**src/hw/eps_pkg.sv**
```systemverilog
// Constants for the e-paper panel setting register block
`default_nettype none
package eps_pkg;
  // --------------------------------------------------------------------------
  // Command decode
  // --------------------------------------------------------------------------
  localparam logic [7:0] CMD_PANEL_SETTING = 8'h00;
  localparam int         PARAM_COUNT       = 2;

  // --------------------------------------------------------------------------
  // Reset values of both parameter bytes
  // --------------------------------------------------------------------------
  localparam logic [7:0] FIRST_RESET  = 8'h0F;
  localparam logic [7:0] SECOND_RESET = 8'h09;

  // --------------------------------------------------------------------------
  // Field positions, first parameter
  // --------------------------------------------------------------------------
  localparam int RES_MSB    = 7;
  localparam int RES_LSB    = 6;
  localparam int PST_BIT    = 5;
  localparam int GATE_BIT   = 3;
  localparam int SOURCE_BIT = 2;
  localparam int SHD_BIT    = 1;
  localparam int SOFT_BIT   = 0;
  // Field position, second parameter
  localparam int WTS_BIT    = 7;
  // Mask of first-parameter bits that are kept (bit 4 unused)
  localparam logic [7:0] FIRST_MASK = 8'hEF;

  // --------------------------------------------------------------------------
  // Resolution encodings and active area sizes
  // --------------------------------------------------------------------------
  localparam logic [1:0] RES_400X300 = 2'h0;
  localparam logic [1:0] RES_300X300 = 2'h1;
  localparam logic [1:0] RES_256X256 = 2'h2;
  localparam logic [1:0] RES_128X128 = 2'h3;
  localparam int         IDX_W       = 9;
  localparam logic [8:0] SIZE_400    = 9'h190;
  localparam logic [8:0] SIZE_300    = 9'h12C;
  localparam logic [8:0] SIZE_256    = 9'h100;
  localparam logic [8:0] SIZE_128    = 9'h080;

  // --------------------------------------------------------------------------
  // Timing
  // --------------------------------------------------------------------------
  localparam int CLK_PERIOD_NS  = 10;
  localparam int PWR_SWITCH_NS  = 1000;
  localparam int PWR_SWITCH_CYC = (PWR_SWITCH_NS + CLK_PERIOD_NS - 1) / CLK_PERIOD_NS;
  localparam int PWR_CNT_W      = 8;

  // Frame sequencer states, Gray along idle -> pre-period -> scan
  typedef enum logic [1:0] {
    EPS_IDLE = 2'b00,
    EPS_PRE  = 2'b01,
    EPS_SCAN = 2'b11
  } eps_frame_t;
endpackage
`default_nettype wire

```
**src/hw/eps_idx_walk.sv**
```systemverilog
// Index walker: steps an index up or down across an active range
`default_nettype none
module eps_idx_walk (
  input  wire logic       i_clk_sys,
  input  wire logic       i_srst,
  input  wire logic       i_start,
  input  wire logic       i_step,
  input  wire logic       i_ascending,
  input  wire logic [8:0] i_count,
  output logic      [8:0] o_index,
  output logic            o_busy,
  output logic            o_done
);
  logic [8:0] last_idx;
  logic       at_end;

  // Final index depends on direction: top of range going up, zero going down
  assign last_idx = i_count - 9'h001;
  assign at_end   = i_ascending ? (o_index == last_idx) : (o_index == 9'h000);

  // --------------------------------------------------------------------------
  // Walk
  // --------------------------------------------------------------------------
  // Start wins over step so a restart mid-walk is always clean
  always_ff @(posedge i_clk_sys) begin
    if (i_srst) begin
      o_index <= 9'h000;
      o_busy  <= 1'b0;
      o_done  <= 1'b0;
    end else begin
      o_done <= 1'b0;
      if (i_start) begin
        o_index <= i_ascending ? 9'h000 : last_idx;
        o_busy  <= 1'b1;
      end else if (i_step && o_busy) begin
        if (at_end) begin
          o_busy <= 1'b0;
          o_done <= 1'b1;
        end else if (i_ascending) begin
          o_index <= o_index + 9'h001;
        end else begin
          o_index <= o_index - 9'h001;
        end
      end
    end
  end
endmodule
`default_nettype wire

```
**src/hw/eps_panel_setting.sv**
```systemverilog
// Panel setting register with command decode and the scan controls it steers
//
// Functional notes
// Each byte carries a command/data tag and is decoded by that tag.
// Each byte belongs to either a write cycle or a read cycle.
// Command byte 00h selects the panel setting register and the next two write data bytes load it.
// First-parameter bits 7:6 pick 300x300, 256x256 or 128x128 for codes 01, 10, 11.
// The resolution field resets to 00, the full 400x300 area.
// With bit 5 set, power switching runs in an extra period before scanning starts.
// With bit 5 clear, the reset value, power switching runs inside the scanning period.
// With bit 3 clear, gates scan from the highest index down to zero.
// With bit 3 set, the reset value, gates scan from zero up to the highest index.
// With bit 2 clear, the first data goes to the highest source and the last to source zero.
// With bit 2 set, the reset value, the first data goes to source zero and proceeds upward.
// Power switching timing sits at bit 5 and bit 4 is unused.
// Clearing bit 1 turns the booster off, keeps registers, and holds outputs at 0 V or float.
// Clearing bit 0 turns the booster off, restores all defaults and drives outputs to 0 V.
// Second-parameter bit 7 selects the waveform table: 0 from OTP, 1 from registers.
// A command takes effect only at the transfer's stop condition.
// The host zeroes unused bits and always sends both parameters.
`default_nettype none
module eps_panel_setting (
  input  wire logic       i_clk_sys,
  input  wire logic       i_srst,
  // Byte stream from the serial command interface
  input  wire logic       i_byte_valid,
  input  wire logic [7:0] i_byte_data,
  input  wire logic       i_byte_is_cmd,
  input  wire logic       i_byte_write,
  input  wire logic       i_xfer_stop,
  // Scan engine handshakes
  input  wire logic       i_frame_req,
  input  wire logic       i_gate_step,
  input  wire logic       i_source_step,
  // Decoded settings
  output logic [1:0]      o_resolution_select,
  output logic [8:0]      o_active_width,
  output logic [8:0]      o_active_height,
  output logic            o_power_switch_timing,
  output logic            o_gate_scan_direction,
  output logic            o_source_shift_direction,
  output logic            o_booster_shutdown_n,
  output logic            o_waveform_table_source,
  output logic            o_booster_enable,
  output logic            o_outputs_hold_zero,
  output logic            o_soft_reset,
  // Frame activity
  output logic            o_power_switch,
  output logic            o_frame_busy,
  output logic [8:0]      o_gate_index,
  output logic [8:0]      o_source_index
);
  // --------------------------------------------------------------------------
  // Declarations
  // --------------------------------------------------------------------------
  logic [7:0]          first_r;
  logic [7:0]          second_r;
  logic [7:0]          stage_first_r;
  logic [7:0]          stage_second_r;
  logic [1:0]          param_cnt_r;
  logic                selected_r;
  logic                soft_req;
  logic                commit;
  eps_pkg::eps_frame_t state_r;
  logic [7:0]          pwr_cnt_r;
  logic                scan_start;
  logic                line_start;
  logic                gate_busy;
  logic                gate_done;
  logic [8:0]          gate_idx;
  logic [8:0]          src_idx;
  logic [8:0]          width_nxt;
  logic [8:0]          height_nxt;

  // --------------------------------------------------------------------------
  // Command decode
  // --------------------------------------------------------------------------
  // Only write-cycle bytes count; read cycles never touch this register
  always_ff @(posedge i_clk_sys) begin
    if (i_srst) begin
      selected_r     <= 1'b0;
      param_cnt_r    <= 2'h0;
      stage_first_r  <= eps_pkg::FIRST_RESET;
      stage_second_r <= eps_pkg::SECOND_RESET;
    end else if (i_xfer_stop) begin
      selected_r  <= 1'b0;
      param_cnt_r <= 2'h0;
    end else if (i_byte_valid && i_byte_write) begin
      if (i_byte_is_cmd) begin
        selected_r  <= (i_byte_data == eps_pkg::CMD_PANEL_SETTING);
        param_cnt_r <= 2'h0;
      end else if (selected_r && param_cnt_r < 2'(eps_pkg::PARAM_COUNT)) begin
        if (param_cnt_r == 2'h0) begin
          stage_first_r <= i_byte_data & eps_pkg::FIRST_MASK;
        end else begin
          stage_second_r <= i_byte_data;
        end
        param_cnt_r <= param_cnt_r + 2'h1;
      end
    end
  end

  // Load happens only at the stop; a short transfer updates what it carried
  assign commit   = i_xfer_stop && selected_r && (param_cnt_r != 2'h0);
  assign soft_req = commit && !stage_first_r[eps_pkg::SOFT_BIT];

  // --------------------------------------------------------------------------
  // Register storage
  // --------------------------------------------------------------------------
  // Soft default restores both bytes; a set default bit itself has no effect
  always_ff @(posedge i_clk_sys) begin
    if (i_srst || soft_req) begin
      first_r  <= eps_pkg::FIRST_RESET;
      second_r <= eps_pkg::SECOND_RESET;
    end else if (commit) begin
      first_r <= stage_first_r;
      if (param_cnt_r == 2'(eps_pkg::PARAM_COUNT)) begin
        second_r <= stage_second_r;
      end
    end
  end

  // --------------------------------------------------------------------------
  // Decoded outputs
  // --------------------------------------------------------------------------
  always_comb begin
    unique case (first_r[eps_pkg::RES_MSB:eps_pkg::RES_LSB])
      eps_pkg::RES_400X300: begin
        width_nxt  = eps_pkg::SIZE_400;
        height_nxt = eps_pkg::SIZE_300;
      end
      eps_pkg::RES_300X300: begin
        width_nxt  = eps_pkg::SIZE_300;
        height_nxt = eps_pkg::SIZE_300;
      end
      eps_pkg::RES_256X256: begin
        width_nxt  = eps_pkg::SIZE_256;
        height_nxt = eps_pkg::SIZE_256;
      end
      eps_pkg::RES_128X128: begin
        width_nxt  = eps_pkg::SIZE_128;
        height_nxt = eps_pkg::SIZE_128;
      end
    endcase
  end

  // Registered copies so every output leaves from a flip-flop
  always_ff @(posedge i_clk_sys) begin
    if (i_srst) begin
      o_resolution_select      <= eps_pkg::RES_400X300;
      o_active_width           <= eps_pkg::SIZE_400;
      o_active_height          <= eps_pkg::SIZE_300;
      o_power_switch_timing    <= eps_pkg::FIRST_RESET[eps_pkg::PST_BIT];
      o_gate_scan_direction    <= eps_pkg::FIRST_RESET[eps_pkg::GATE_BIT];
      o_source_shift_direction <= eps_pkg::FIRST_RESET[eps_pkg::SOURCE_BIT];
      o_booster_shutdown_n     <= eps_pkg::FIRST_RESET[eps_pkg::SHD_BIT];
      o_waveform_table_source  <= eps_pkg::SECOND_RESET[eps_pkg::WTS_BIT];
      o_booster_enable         <= 1'b0;
      o_outputs_hold_zero      <= 1'b1;
      o_soft_reset             <= 1'b0;
    end else begin
      o_resolution_select      <= first_r[eps_pkg::RES_MSB:eps_pkg::RES_LSB];
      o_active_width           <= width_nxt;
      o_active_height          <= height_nxt;
      o_power_switch_timing    <= first_r[eps_pkg::PST_BIT];
      o_gate_scan_direction    <= first_r[eps_pkg::GATE_BIT];
      o_source_shift_direction <= first_r[eps_pkg::SOURCE_BIT];
      o_booster_shutdown_n     <= first_r[eps_pkg::SHD_BIT];
      o_waveform_table_source  <= second_r[eps_pkg::WTS_BIT];
      // Booster off for shutdown or for the cycle of a soft default
      o_booster_enable         <= first_r[eps_pkg::SHD_BIT] && !soft_req;
      o_outputs_hold_zero      <= !first_r[eps_pkg::SHD_BIT] || soft_req;
      o_soft_reset             <= soft_req;
    end
  end

  // --------------------------------------------------------------------------
  // Frame sequencer
  // --------------------------------------------------------------------------
  // A frame cannot start while the booster is off; the request is dropped
  always_ff @(posedge i_clk_sys) begin
    if (i_srst) begin
      state_r        <= eps_pkg::EPS_IDLE;
      pwr_cnt_r      <= 8'h00;
      o_power_switch <= 1'b0;
    end else begin
      unique case (state_r)
        eps_pkg::EPS_IDLE: begin
          if (i_frame_req && first_r[eps_pkg::SHD_BIT]) begin
            pwr_cnt_r      <= 8'(eps_pkg::PWR_SWITCH_CYC - 1);
            o_power_switch <= 1'b1;
            state_r        <= first_r[eps_pkg::PST_BIT] ? eps_pkg::EPS_PRE
                                                        : eps_pkg::EPS_SCAN;
          end
        end
        eps_pkg::EPS_PRE: begin
          // Scanning waits out the whole inserted power period
          if (pwr_cnt_r == 8'h00) begin
            o_power_switch <= 1'b0;
            state_r        <= eps_pkg::EPS_SCAN;
          end else begin
            pwr_cnt_r <= pwr_cnt_r - 8'h01;
          end
        end
        eps_pkg::EPS_SCAN: begin
          // Power switching overlaps the first cycles of the scan
          if (pwr_cnt_r == 8'h00) begin
            o_power_switch <= 1'b0;
          end else begin
            pwr_cnt_r <= pwr_cnt_r - 8'h01;
          end
          if (gate_done || !first_r[eps_pkg::SHD_BIT]) begin
            o_power_switch <= 1'b0;
            state_r        <= eps_pkg::EPS_IDLE;
          end
        end
        default: begin
          state_r        <= eps_pkg::EPS_IDLE;
          o_power_switch <= 1'b0;
        end
      endcase
    end
  end

  // Scan begins on entering the scan state; each gate line restarts sources
  assign scan_start = (state_r != eps_pkg::EPS_SCAN) &&
                      ((state_r == eps_pkg::EPS_IDLE && i_frame_req &&
                        first_r[eps_pkg::SHD_BIT] && !first_r[eps_pkg::PST_BIT]) ||
                       (state_r == eps_pkg::EPS_PRE && pwr_cnt_r == 8'h00));
  assign line_start = scan_start || (i_gate_step && gate_busy);

  // --------------------------------------------------------------------------
  // Gate and source walkers
  // --------------------------------------------------------------------------
  eps_idx_walk u_gate_walk (
    .i_clk_sys   (i_clk_sys),
    .i_srst      (i_srst),
    .i_start     (scan_start),
    .i_step      (i_gate_step),
    .i_ascending (first_r[eps_pkg::GATE_BIT]),
    .i_count     (height_nxt),
    .o_index     (gate_idx),
    .o_busy      (gate_busy),
    .o_done      (gate_done)
  );

  eps_idx_walk u_source_walk (
    .i_clk_sys   (i_clk_sys),
    .i_srst      (i_srst),
    .i_start     (line_start),
    .i_step      (i_source_step),
    .i_ascending (first_r[eps_pkg::SOURCE_BIT]),
    .i_count     (width_nxt),
    .o_index     (src_idx),
    .o_busy      (),
    .o_done      ()
  );

  // Walker indices already come from flip-flops; busy is retimed here
  always_ff @(posedge i_clk_sys) begin
    if (i_srst) begin
      o_frame_busy <= 1'b0;
    end else begin
      o_frame_busy <= (state_r != eps_pkg::EPS_IDLE);
    end
  end

  assign o_gate_index   = gate_idx;
  assign o_source_index = src_idx;
endmodule
`default_nettype wire

```
**config.mk**
```make
export PLATFORM = sky130hd
export DESIGN_NAME = eps_panel_setting
export DESIGN_NICKNAME = d
export VERILOG_FILES = /design/src/hw/eps_pkg.sv /design/src/hw/eps_idx_walk.sv /design/src/hw/eps_panel_setting.sv
export SDC_FILE = /design/constraint.sdc
export NUM_CORES = 1
export LEC_CHECK = 0
export BUFFER_PORTS_ARGS = -buffer_cell sky130_fd_sc_hd__buf_2
export CORE_UTILIZATION = 58
export DETAILED_ROUTE_END_ITERATION = 12
export PLACE_DENSITY = 0.81
export SKIP_LAST_GASP = 1
export SLEW_MARGIN = 20
export SYNTH_ARGS = -nofsm -noshare
export SYNTH_HDL_FRONTEND = slang
export SYNTH_HIERARCHICAL = 1
export SYNTH_SLANG_ARGS = --single-unit
```
**constraint.sdc**
```tcl
create_clock -name i_clk_sys -period 4.1 [get_ports i_clk_sys]
set_clock_uncertainty 0.15 [all_clocks]
set_input_delay 0.41 -clock i_clk_sys [delete_from_list [all_inputs] [get_ports i_clk_sys]]
set_output_delay 0.41 -clock i_clk_sys [all_outputs]
set_load 0.01 [all_outputs]
```
==> results of run 1 <==
## sequential cells by signal, summed over array words and instances (netlist names), 2 cells and up
register,count
u_gate_walk/o_index,9
u_source_walk/o_index,9
pwr_cnt_r,8
stage_first_r,7
first_r,6
o_active_height,3
o_active_width,3
o_resolution_select,2
param_cnt_r,2
state_r,2
## power by group through the flow
stage               Combinational [mW]  Sequential [mW]  Clock, mW
detailed placement               0.344            0.752          0
CTS                              0.347            0.737      0.562
global route                     0.388            0.745      0.585
finish                           0.352            0.738      0.550
global placement                 0.333            0.750          0
floorplan                        0.277            0.741          0
## worst max-delay path by stage
stage / start / end / slack (ns) / cells after the start
2_1_floorplan: first_r[7] / u_source_walk/o_index[3] / 0.93 / 11
3_3_place_gp: first_r[7] / u_source_walk/o_index[3] / 0.58 / 9
5_1_grt: first_r[7] / u_source_walk/o_index[3] / 0.21 / 9
4_1_cts: first_r[7] / u_source_walk/o_index[3] / 0.46 / 9
3_5_place_dp: first_r[7] / u_source_walk/o_index[3] / 0.49 / 9
6_report: first_r[7] / u_source_walk/o_index[3] / 0.41 / 9
## per-layer routing
| metal | up-vias | track usage, % |
|---|---|---|
| met5 | - | 0 |
| li1 | 2043 | - |
| met3 | 26 | 5.640 |
| met4 | 0 | 9.005 |
| met2 | 153 | 45.01 |
| met1 | 1912 | 31.75 |
## layout make-up
| class | count | share of cell area, % |
|---|---|---|
| well taps | 99 | 2.416 |
| clock inverters | 6 | 1.294 |
| repair buffers | 61 | 6.151 |
| inverters | 27 | 1.977 |
| multi-input cells | 444 | 59.51 |
| clock buffers | 10 | 2.490 |
| flip-flops and latches | 67 | 26.17 |
## per-stage QoR
| step | utilization (%) | instance area, um2 | hold WS [ns] | setup slack, ns | cells |
|---|---|---|---|---|---|
| after floorplan | - | 4698 | 0.2812 | 0.9318 | 573 |
| after global placement | 66.23 | 4932 | 0.2977 | 0.5827 | 698 |
| after detailed placement | 66.23 | 4932 | 0.3073 | 0.4929 | 698 |
| after CTS | 68.83 | 5126 | 0.1181 | 0.4603 | 714 |
| after global routing | 68.83 | 5126 | 0.1333 | 0.2130 | 714 |
| final | 68.83 | 5126 | 0.1295 | 0.4073 | 714 |
==> results by group, run 1 <==
Timing
  • Max Slew Vio Count: 0
  • Slew margin rel.: 30.24%
  • Final hold violation count: 0
  • RSZ-0062 raised after global routing: no
  • Slew @ Worst Pin: 1.044 ns
  • Final setup fails: 0
  • Tcrit/Tclk final: 90.07%
  • Max Fclk: 270.8 MHz
  • Final setup TNS: 0 ns
  • Post-layout min period: 3.693 ns

Cells and area
  • Register Area: 1341 um2
  • Most frequent cells in the layout: 67 x dfxtp_1, 57 x buf_2, 51 x nor2_1
  • Share of cells above drive strength 1: 17.07%
  • Area Overhead vs Synth: 12.34%
  • Antenna cells: 0
  • Nets: 654
  • Area of the multi-input gates: 3050 um2
  • # fillers: 638
  • Commonest non-fill, non-tap cell in the layout: dfxtp_1

Route
  • Post-DRT Antenna Nets: 0
  • Drt initial violations: 187
  • DR top layer: met4
  • DRC errors left: 0
  • Final wirelength: 10,660 um
  • Total number of vias: 4,134
  • Wire per inst: 14.93 um
  • DR pass1 iterations: 6
  • Met3 WL: 627 um
  • Wl on met1: 4600 um
  • Metal2 WL: 5232 um
  • Vias/cell: 5.790

Clocking
  • Root buffer cell: clkbuf_8
  • CTS buffer count: 9
  • # hold bufs at CTS: 0
  • Clock Latency Late Sink: 0.35 ns
  • H-tree levels: 3
  • PostCTS Resize Cnt: 0
  • CTS tree: done
  • Worst-path clk slew: 0.08 ns
  • CTS Buffer Depth: 2
  • Clock Sink Count: 67
  • Post-CTS setup buffer count: 0

Worst setup path
  • CP Class: reg2reg
  • WP data required: 4.18 ns
  • Crit path max-delay family: simple AND/OR/NAND/NOR gates
  • R2r endpoint: u_source_walk/o_index[3]
  • CP peak stage delay: 0.75 ns
  • CP max FO: 18
  • CP Cell Sequence: inv_1, ha_1, or4_1, nor2_1, xnor2_1, o2111ai_1, or4_1, a21oi_4, mux2_4
  • Worst Path Buf+Inv: 1
  • Cell mode on critical path: or4_1
  • Cells on worst reg2reg path: 9
  • R2R Setup Slk: 0.41 ns
  • Slowest cell on the critical path: or4_1
  • CP arrival: 3.78 ns
  • Crit start category: flop
  • CP Capture Type: flop
  • FF-to-FF Start: first_r[7]

Die
  • Die span in x: 90.70 um
  • CORE AREA: 7447 um2
  • Starting Density: 61.27%
  • Die height: 90.70 um
  • Die ar.: 8226 um2
  • Num rows: 31
  • Io pins: 65

Power
  • Final Total Pwr: 1.641 mW
  • Gate power share: 21.5%
  • Clock Power Share: 33.5%
  • Switching Power: 523.0 uW
  • Worst VDD drop: 0.1980 mV
  • Power Density: 320.1 nW/um2
  • Net Sw Frac: 31.87%
  • P_leak: 2.164 nW
  • Internal power: 1.118 mW
  • Sequential power share: 45.0%

Placed design
  • GPL Wtd Cong: 0.8500
  • DP HPWL: 7532 um
  • Buffers added on ports: 57

GRT
  • Grt ovf: 0
  • Pin count of the biggest net entering global routing: 44
  • First-pass GRT wire length: 17,260 um
  • Number of global-route vias before repair: 3,632
  • Initial antenna violation count: 0
  • Total track usage: 26.05%

Hold path
  • Worst hold stages: 2
  • Worst Min Path Start: i_source_step
  • Hold Path End: u_source_walk/o_busy
  • HP Class: in2reg

Synthesis
  • Syn Area/Cell: 8.497 um2
  • Mapped cell area: 4563 um2
  • Yosys warnings: 6
  • Post-Synthesis Cells: 537

Job
  • Max-Cap Viols: 0

Status
  • Status: finished clean
No activity file was read; power rests on OpenSTA's default activity.
==> inputs of run 2 (changes only) <==
CORE_UTILIZATION = 60   (was 58)
CTS_BUF_LIST = sky130_fd_sc_hd__clkbuf_4 sky130_fd_sc_hd__clkbuf_8   (was default)
PLACE_DENSITY = 0.83   (was 0.81)
==> run 2 against run 1 <==
Effect of this change: die area shrank 3.3%; combinational power is essentially flat; hold slack worse by 0.018 ns; utilization increased by 1.4 points; sequential cell count is the same; count of clock-buffer cells in the layout shrank 1; power shrank 2.1%; largest power group unchanged; highest routed layer unchanged.
==> results by group, run 2 (synthesis results as in run 1) <==
Status
  • Status: finished clean (unchanged)

Route
  • Final wirelength: 10,620 um (was 10,660 um)
  • DRC errors left: 0 (unchanged)
  • Total number of vias: 4,097 (was 4,134)
  • Post-DRT Antenna Nets: 0 (unchanged)
  • DR pass1 iterations: 4 (was 6)
  • Wire per inst: 14.86 um (was 14.93 um)
  • Drt initial violations: 162 (was 187)
  • Vias/cell: 5.730 (was 5.790)

Placed design
  • DP HPWL: 7638 um (was 7532 um)
  • GPL Wtd Cong: 0.8829 (was 0.8500)
  • Buffers added on ports: 57 (unchanged)
  • Placed Cells: 699 (was 698)

Job
  • Max-Cap Viols: 0 (unchanged)

Worst setup path
  • CP Class: reg2reg (unchanged)
  • CP Cell Sequence: inv_1, ha_1, or4_1, nor2_1, xnor2_1, o2111ai_1, or4_1, a21oi_4, mux2_4 (unchanged)
  • CP peak stage delay: 0.76 ns (was 0.75 ns)
  • Cell mode on critical path: or4_1 (unchanged)
  • CP arrival: 3.75 ns (was 3.78 ns)
  • CP Capture Type: flop (unchanged)
  • Slowest cell on the critical path: or4_1 (unchanged)
  • Worst Path Buf+Inv: 1 (unchanged)
  • Crit start category: flop (unchanged)
  • CP max FO: 18 (unchanged)
  • Crit path max-delay family: simple AND/OR/NAND/NOR gates (unchanged)
  • WP data required: 4.19 ns (was 4.18 ns)

Timing
  • Slew @ Worst Pin: 1.059 ns (was 1.044 ns)
  • Final hold violation count: 0 (unchanged)
  • Max Slew Vio Count: 0 (unchanged)
  • Final setup TNS: 0 ns (unchanged)
  • Slew margin rel.: 29.21% (was 30.24%)
  • Tcrit/Tclk final: 89.27% (was 90.07%)
  • RSZ-0062 raised after global routing: no (unchanged)
  • Post-layout min period: 3.660 ns (was 3.693 ns)
  • Max Fclk: 273.2 MHz (was 270.8 MHz)
  • Final setup fails: 0 (unchanged)

GRT
  • First-pass GRT wire length: 16,900 um (was 17,260 um)
  • Total track usage: 27.69% (was 26.05%)
  • Initial antenna violation count: 0 (unchanged)
  • Grt ovf: 0 (unchanged)
  • Pin count of the biggest net entering global routing: 68 (was 44)
  • Number of global-route vias before repair: 3,684 (was 3,632)

Clocking
  • Clock Latency Late Sink: 0.35 ns (about the same)
  • PostCTS Resize Cnt: 0 (unchanged)
  • CTS Buffer Depth: 2 (unchanged)
  • CTS tree: done (unchanged)
  • # hold bufs at CTS: 0 (unchanged)
  • Root buffer cell: clkbuf_8 (unchanged)
  • Worst-path clk slew: 0.08 ns (about the same)
  • CTS buffer count: 9 (unchanged)
  • H-tree levels: 3 (unchanged)
  • Clock Sink Count: 67 (unchanged)
  • Post-CTS setup buffer count: 0 (unchanged)

Power
  • P_leak: 2.152 nW (was 2.164 nW)
  • Power Density: 313.5 nW/um2 (was 320.1 nW/um2)
  • Worst VDD drop: 0.2264 mV (was 0.1980 mV)

Cells and area
  • Area Overhead vs Synth: 12.23% (was 12.34%)
  • Finished Layout Cells: 715 (was 714)
  • Most frequent cells in the layout: 67 x dfxtp_1, 57 x buf_2, 51 x nor2_1 (unchanged)
  • Antenna cells: 0 (unchanged)
  • Nets: 655 (was 654)
  • Commonest non-fill, non-tap cell in the layout: dfxtp_1 (unchanged)
  • Largest registers: u_gate_walk/o_index x9, u_source_walk/o_index x9, pwr_cnt_r x8 (unchanged)
  • Share of cells above drive strength 1: 17.37% (was 17.07%)

Die
  • Die span in x: 89.21 um (was 90.70 um)
  • Starting Density: 62.58% (was 61.27%)
  • CORE AREA: 7292 um2 (was 7447 um2)
  • Die height: 89.21 um (was 90.70 um)
  • Die ar.: 7958 um2 (was 8226 um2)
  • Io pins: 65 (unchanged)
  • Num rows: 31 (unchanged)

Hold path
  • HP Class: in2reg (unchanged)
-- run 2: layout make-up --
cell class,instances,area (um2)
Multi-Input combinational cell,444,3050
Timing Repair Buffer,62,322.8
Tap cell,99,123.9
Clock buffer,9,123.9
Clock inverter,7,57.56
Sequential cell,67,1341
Inverter,27,101.3
Fill cell,648,2171
-- run 2: layer usage --
metal  vias to the layer above  share of wire, %  GRT usage (%)
met1                      1913                43          33.28
met4                         0               2.4          11.40
met3                        24               4.8          6.002
met5                         -                 0              0
met2                       121                50          47.95
li1                       2039                 -              -
-- run 2: worst paths after layout --
kind	start	endpoint	slack, ns	cells after the start
max	first_r[7]	u_source_walk/o_index[3]	0.44	9
min	i_source_step	u_source_walk/o_busy	0.11	2
max reg2reg	first_r[7]	u_source_walk/o_index[3]	0.44	9
min reg2reg	second_r[7]	o_waveform_table_source	0.32	1
-- run 2: stage by stage --
step / worst slack, ns / instance area [um2] / power, mW / hold WS, ns / utilization [%]
6_report: 0.4401 / 5121 / 1.606 / 0.1117 / 70.23
4_1_cts: 0.4696 / 5121 / 1.611 / 0.1046 / 70.23
3_3_place_gp: 0.5976 / 4940 / 1.086 / 0.2956 / 67.74
3_5_place_dp: 0.4919 / 4940 / 1.102 / 0.3085 / 67.74
2_1_floorplan: 0.9318 / 4698 / 1.018 / 0.2812 / -
5_1_grt: 0.2600 / 5121 / 1.699 / 0.09307 / 70.23
-- run 2: power by group --
| group | switching [mW] | leakage, nW | internal, mW |
|---|---|---|---|
| registers | 0.0523 | 0.545 | 0.685 |
| clock network | 0.288 | 0.0833 | 0.228 |
| logic | 0.200 | 1.52 | 0.153 |
==> inputs of run 3 (changes only) <==
ABC_AREA = 1   (was default)
CORE_MARGIN = 4   (was default)
==> run 3 against run 2 <==
Effect of this change: cell area grew 2.9%; critical path type unchanged; highest routed layer unchanged; largest cell class unchanged; first-iteration DRC count grew 12%; final cell count grew 22%.
==> results by group, run 3 <==
Timing
  • Max Slew Vio Count: 0 (unchanged)
  • RSZ-0062 raised after global routing: no (unchanged)
  • Final setup TNS: 0 ns (unchanged)
  • Post-route setup slack: 1.242 ns (was 0.4401 ns)
  • Final setup fails: 0 (unchanged)
  • Hold_ws: 0.1397 ns (was 0.1117 ns)
  • Slew @ Worst Pin: 0.6338 ns (was 1.059 ns)
  • Max Fclk: 349.9 MHz (was 273.2 MHz)
  • Tcrit/Tclk final: 69.70% (was 89.27%)
  • Slew margin rel.: 57.75% (was 29.21%)
  • Final hold violation count: 0 (unchanged)
  • Post-layout min period: 2.858 ns (was 3.660 ns)

Job
  • Max-Cap Viols: 0 (unchanged)

Route
  • Post-DRT Antenna Nets: 0 (unchanged)
  • Total number of vias: 4,640 (was 4,097)
  • Wire per inst: 12.86 um (was 14.86 um)
  • DR pass1 iterations: 6 (was 4)
  • Drt initial violations: 181 (was 162)
  • Vias/cell: 5.327 (was 5.730)
  • Final wirelength: 11,200 um (was 10,620 um)
  • DRC errors left: 0 (unchanged)

Clocking
  • Clock Sink Count: 67 (unchanged)
  • Worst-path clk slew: 0.08 ns (about the same)
  • Post-CTS setup buffer count: 0 (unchanged)
  • H-tree levels: 3 (unchanged)
  • CTS buffer count: 9 (unchanged)
  • PostCTS Resize Cnt: 0 (unchanged)
  • Clock Latency Late Sink: 0.35 ns (about the same)
  • CTS Buffer Depth: 2 (unchanged)
  • Root buffer cell: clkbuf_8 (unchanged)
  • CTS tree: done (unchanged)
  • # hold bufs at CTS: 0 (unchanged)

Die
  • Num rows: 32 (was 31)
  • Starting Density: 61.30% (was 62.58%)
  • Io pins: 65 (unchanged)
  • Die height: 96.62 um (was 89.21 um)
  • Die span in x: 96.62 um (was 89.21 um)
  • CORE AREA: 7687 um2 (was 7292 um2)
  • Die ar.: 9335 um2 (was 7958 um2)

Synthesis
  • Post-Synthesis Cells: 688 (was 537)
  • Syn Area/Cell: 6.849 um2 (was 8.497 um2)
  • Mapped cell area: 4712 um2 (was 4563 um2)
  • Yosys warnings: 6 (unchanged)

GRT
  • First-pass GRT wire length: 18,910 um (was 16,900 um)
  • Number of global-route vias before repair: 4,424 (was 3,684)
  • Initial antenna violation count: 0 (unchanged)
  • Grt ovf: 0 (unchanged)
  • Total track usage: 23.60% (was 27.69%)
  • Pin count of the biggest net entering global routing: 26 (was 68)

Power
  • Power Density: 515.4 nW/um2 (was 313.5 nW/um2)
  • Net Sw Frac: 44.04% (was 33.62%)
  • Gate power share: 44.8% (was 22.0%)
  • Worst VDD drop: 0.3282 mV (was 0.2264 mV)
  • Sequential power share: 34.4% (was 45.9%)
  • P_leak: 2.652 nW (was 2.152 nW)
  • Switching Power: 1.196 mW (was 539.9 uW)
  • Internal power: 1.520 mW (was 1.066 mW)
  • Clock Power Share: 20.9% (was 32.1%)

Worst setup path
  • Crit start category: flop (unchanged)
  • CP Class: reg2reg (unchanged)
  • CP arrival: 2.95 ns (was 3.75 ns)
  • CP Capture Type: flop (unchanged)
  • CP max FO: 22 (was 18)
  • WP data required: 4.20 ns (was 4.19 ns)
  • R2R Setup Slk: 1.24 ns (was 0.44 ns)

Cells and area
  • Final Util: 68.55% (was 70.23%)
  • Largest registers: u_gate_walk/o_index x9, u_source_walk/o_index x9, pwr_cnt_r x8 (unchanged)
  • Most frequent cells in the layout: 153 x nand2_1, 88 x inv_1, 67 x dfxtp_1 (was 67 x dfxtp_1, 57 x buf_2, 51 x nor2_1)
  • Fin area: 5270 um2 (was 5121 um2)
  • Area Overhead vs Synth: 11.84% (was 12.23%)
  • Antenna cells: 0 (unchanged)
  • Nets: 808 (was 655)
  • Share of cells above drive strength 1: 20.42% (was 17.37%)
  • Commonest non-fill, non-tap cell in the layout: nand2_1 (was dfxtp_1)

Placed design
  • GPL Wtd Cong: 0.8747 (was 0.8829)
  • DP HPWL: 8385 um (was 7638 um)
  • Setup Slack @ Placement: 1.314 ns (was 0.4919 ns)
  • Area after DPL: 5070 um2 (was 4940 um2)
  • Buffers added on ports: 57 (unchanged)

Hold path
  • HP Class: in2reg (unchanged)

Status
  • Status: finished clean (unchanged)
==> run 3: final timing paths <==
check                                       start                        to  depth (start not counted)
worst max register to register       pwr_cnt_r[0]  u_source_walk/o_index[2]                         13
worst min register to register  stage_second_r[7]         stage_second_r[7]                          2
worst max-delay path                 pwr_cnt_r[0]  u_source_walk/o_index[2]                         13
worst min-delay path               i_byte_data[3]          stage_first_r[3]                          3
==> run 3: per-layer routing <==
metal | up-vias | routed length, um | track usage [%]
met2 | 152 | 5569 | 41.93
met5 | - | 0 | 0
met1 | 2130 | 4771 | 28.07
met3 | 18 | 678 | 5.552
li1 | 2340 | - | -
met4 | 0 | 179 | 7.235
==> run 3: critical path, stage by stage, from the launching register on <==
cell	delay, ns
dfxtp_1	0.34
inv_1	0.09
ha_1	0.21
nand3_1	0.16
nor2_2	0.08
a22oi_1	0.30
nand2_1	0.31
inv_1	0.11
buf_4	0.29
nor2_1	0.11
inv_1	0.22
o22ai_1	0.15
a21oi_2	0.15
nor2_1	0.06
==> run 3: cell type report <==
type,instances,area [um2]
inverter,101,379.1
clock inverter,7,76.32
clock buffer,9,123.9
multi-input combinational,525,2914
sequential,67,1341
fill,655,2417
tap,102,127.6
timing repair buffer,60,307.8
==> run 3: stage by stage <==
step	total power, mW	std cells
6_report	2.716	871
4_1_cts	2.702	871
3_3_place_gp	2.083	855
3_5_place_dp	2.137	855
5_1_grt	2.915	871
2_1_floorplan	1.866	718
==> run 3: power by group through the flow <==
stage	clock network [mW]	logic [mW]	registers, mW
after floorplan	0	0.942	0.925
after global placement	0	1.15	0.935
after detailed placement	0	1.19	0.945
after CTS	0.570	1.20	0.931
after global routing	0.606	1.36	0.949
final	0.567	1.22	0.933
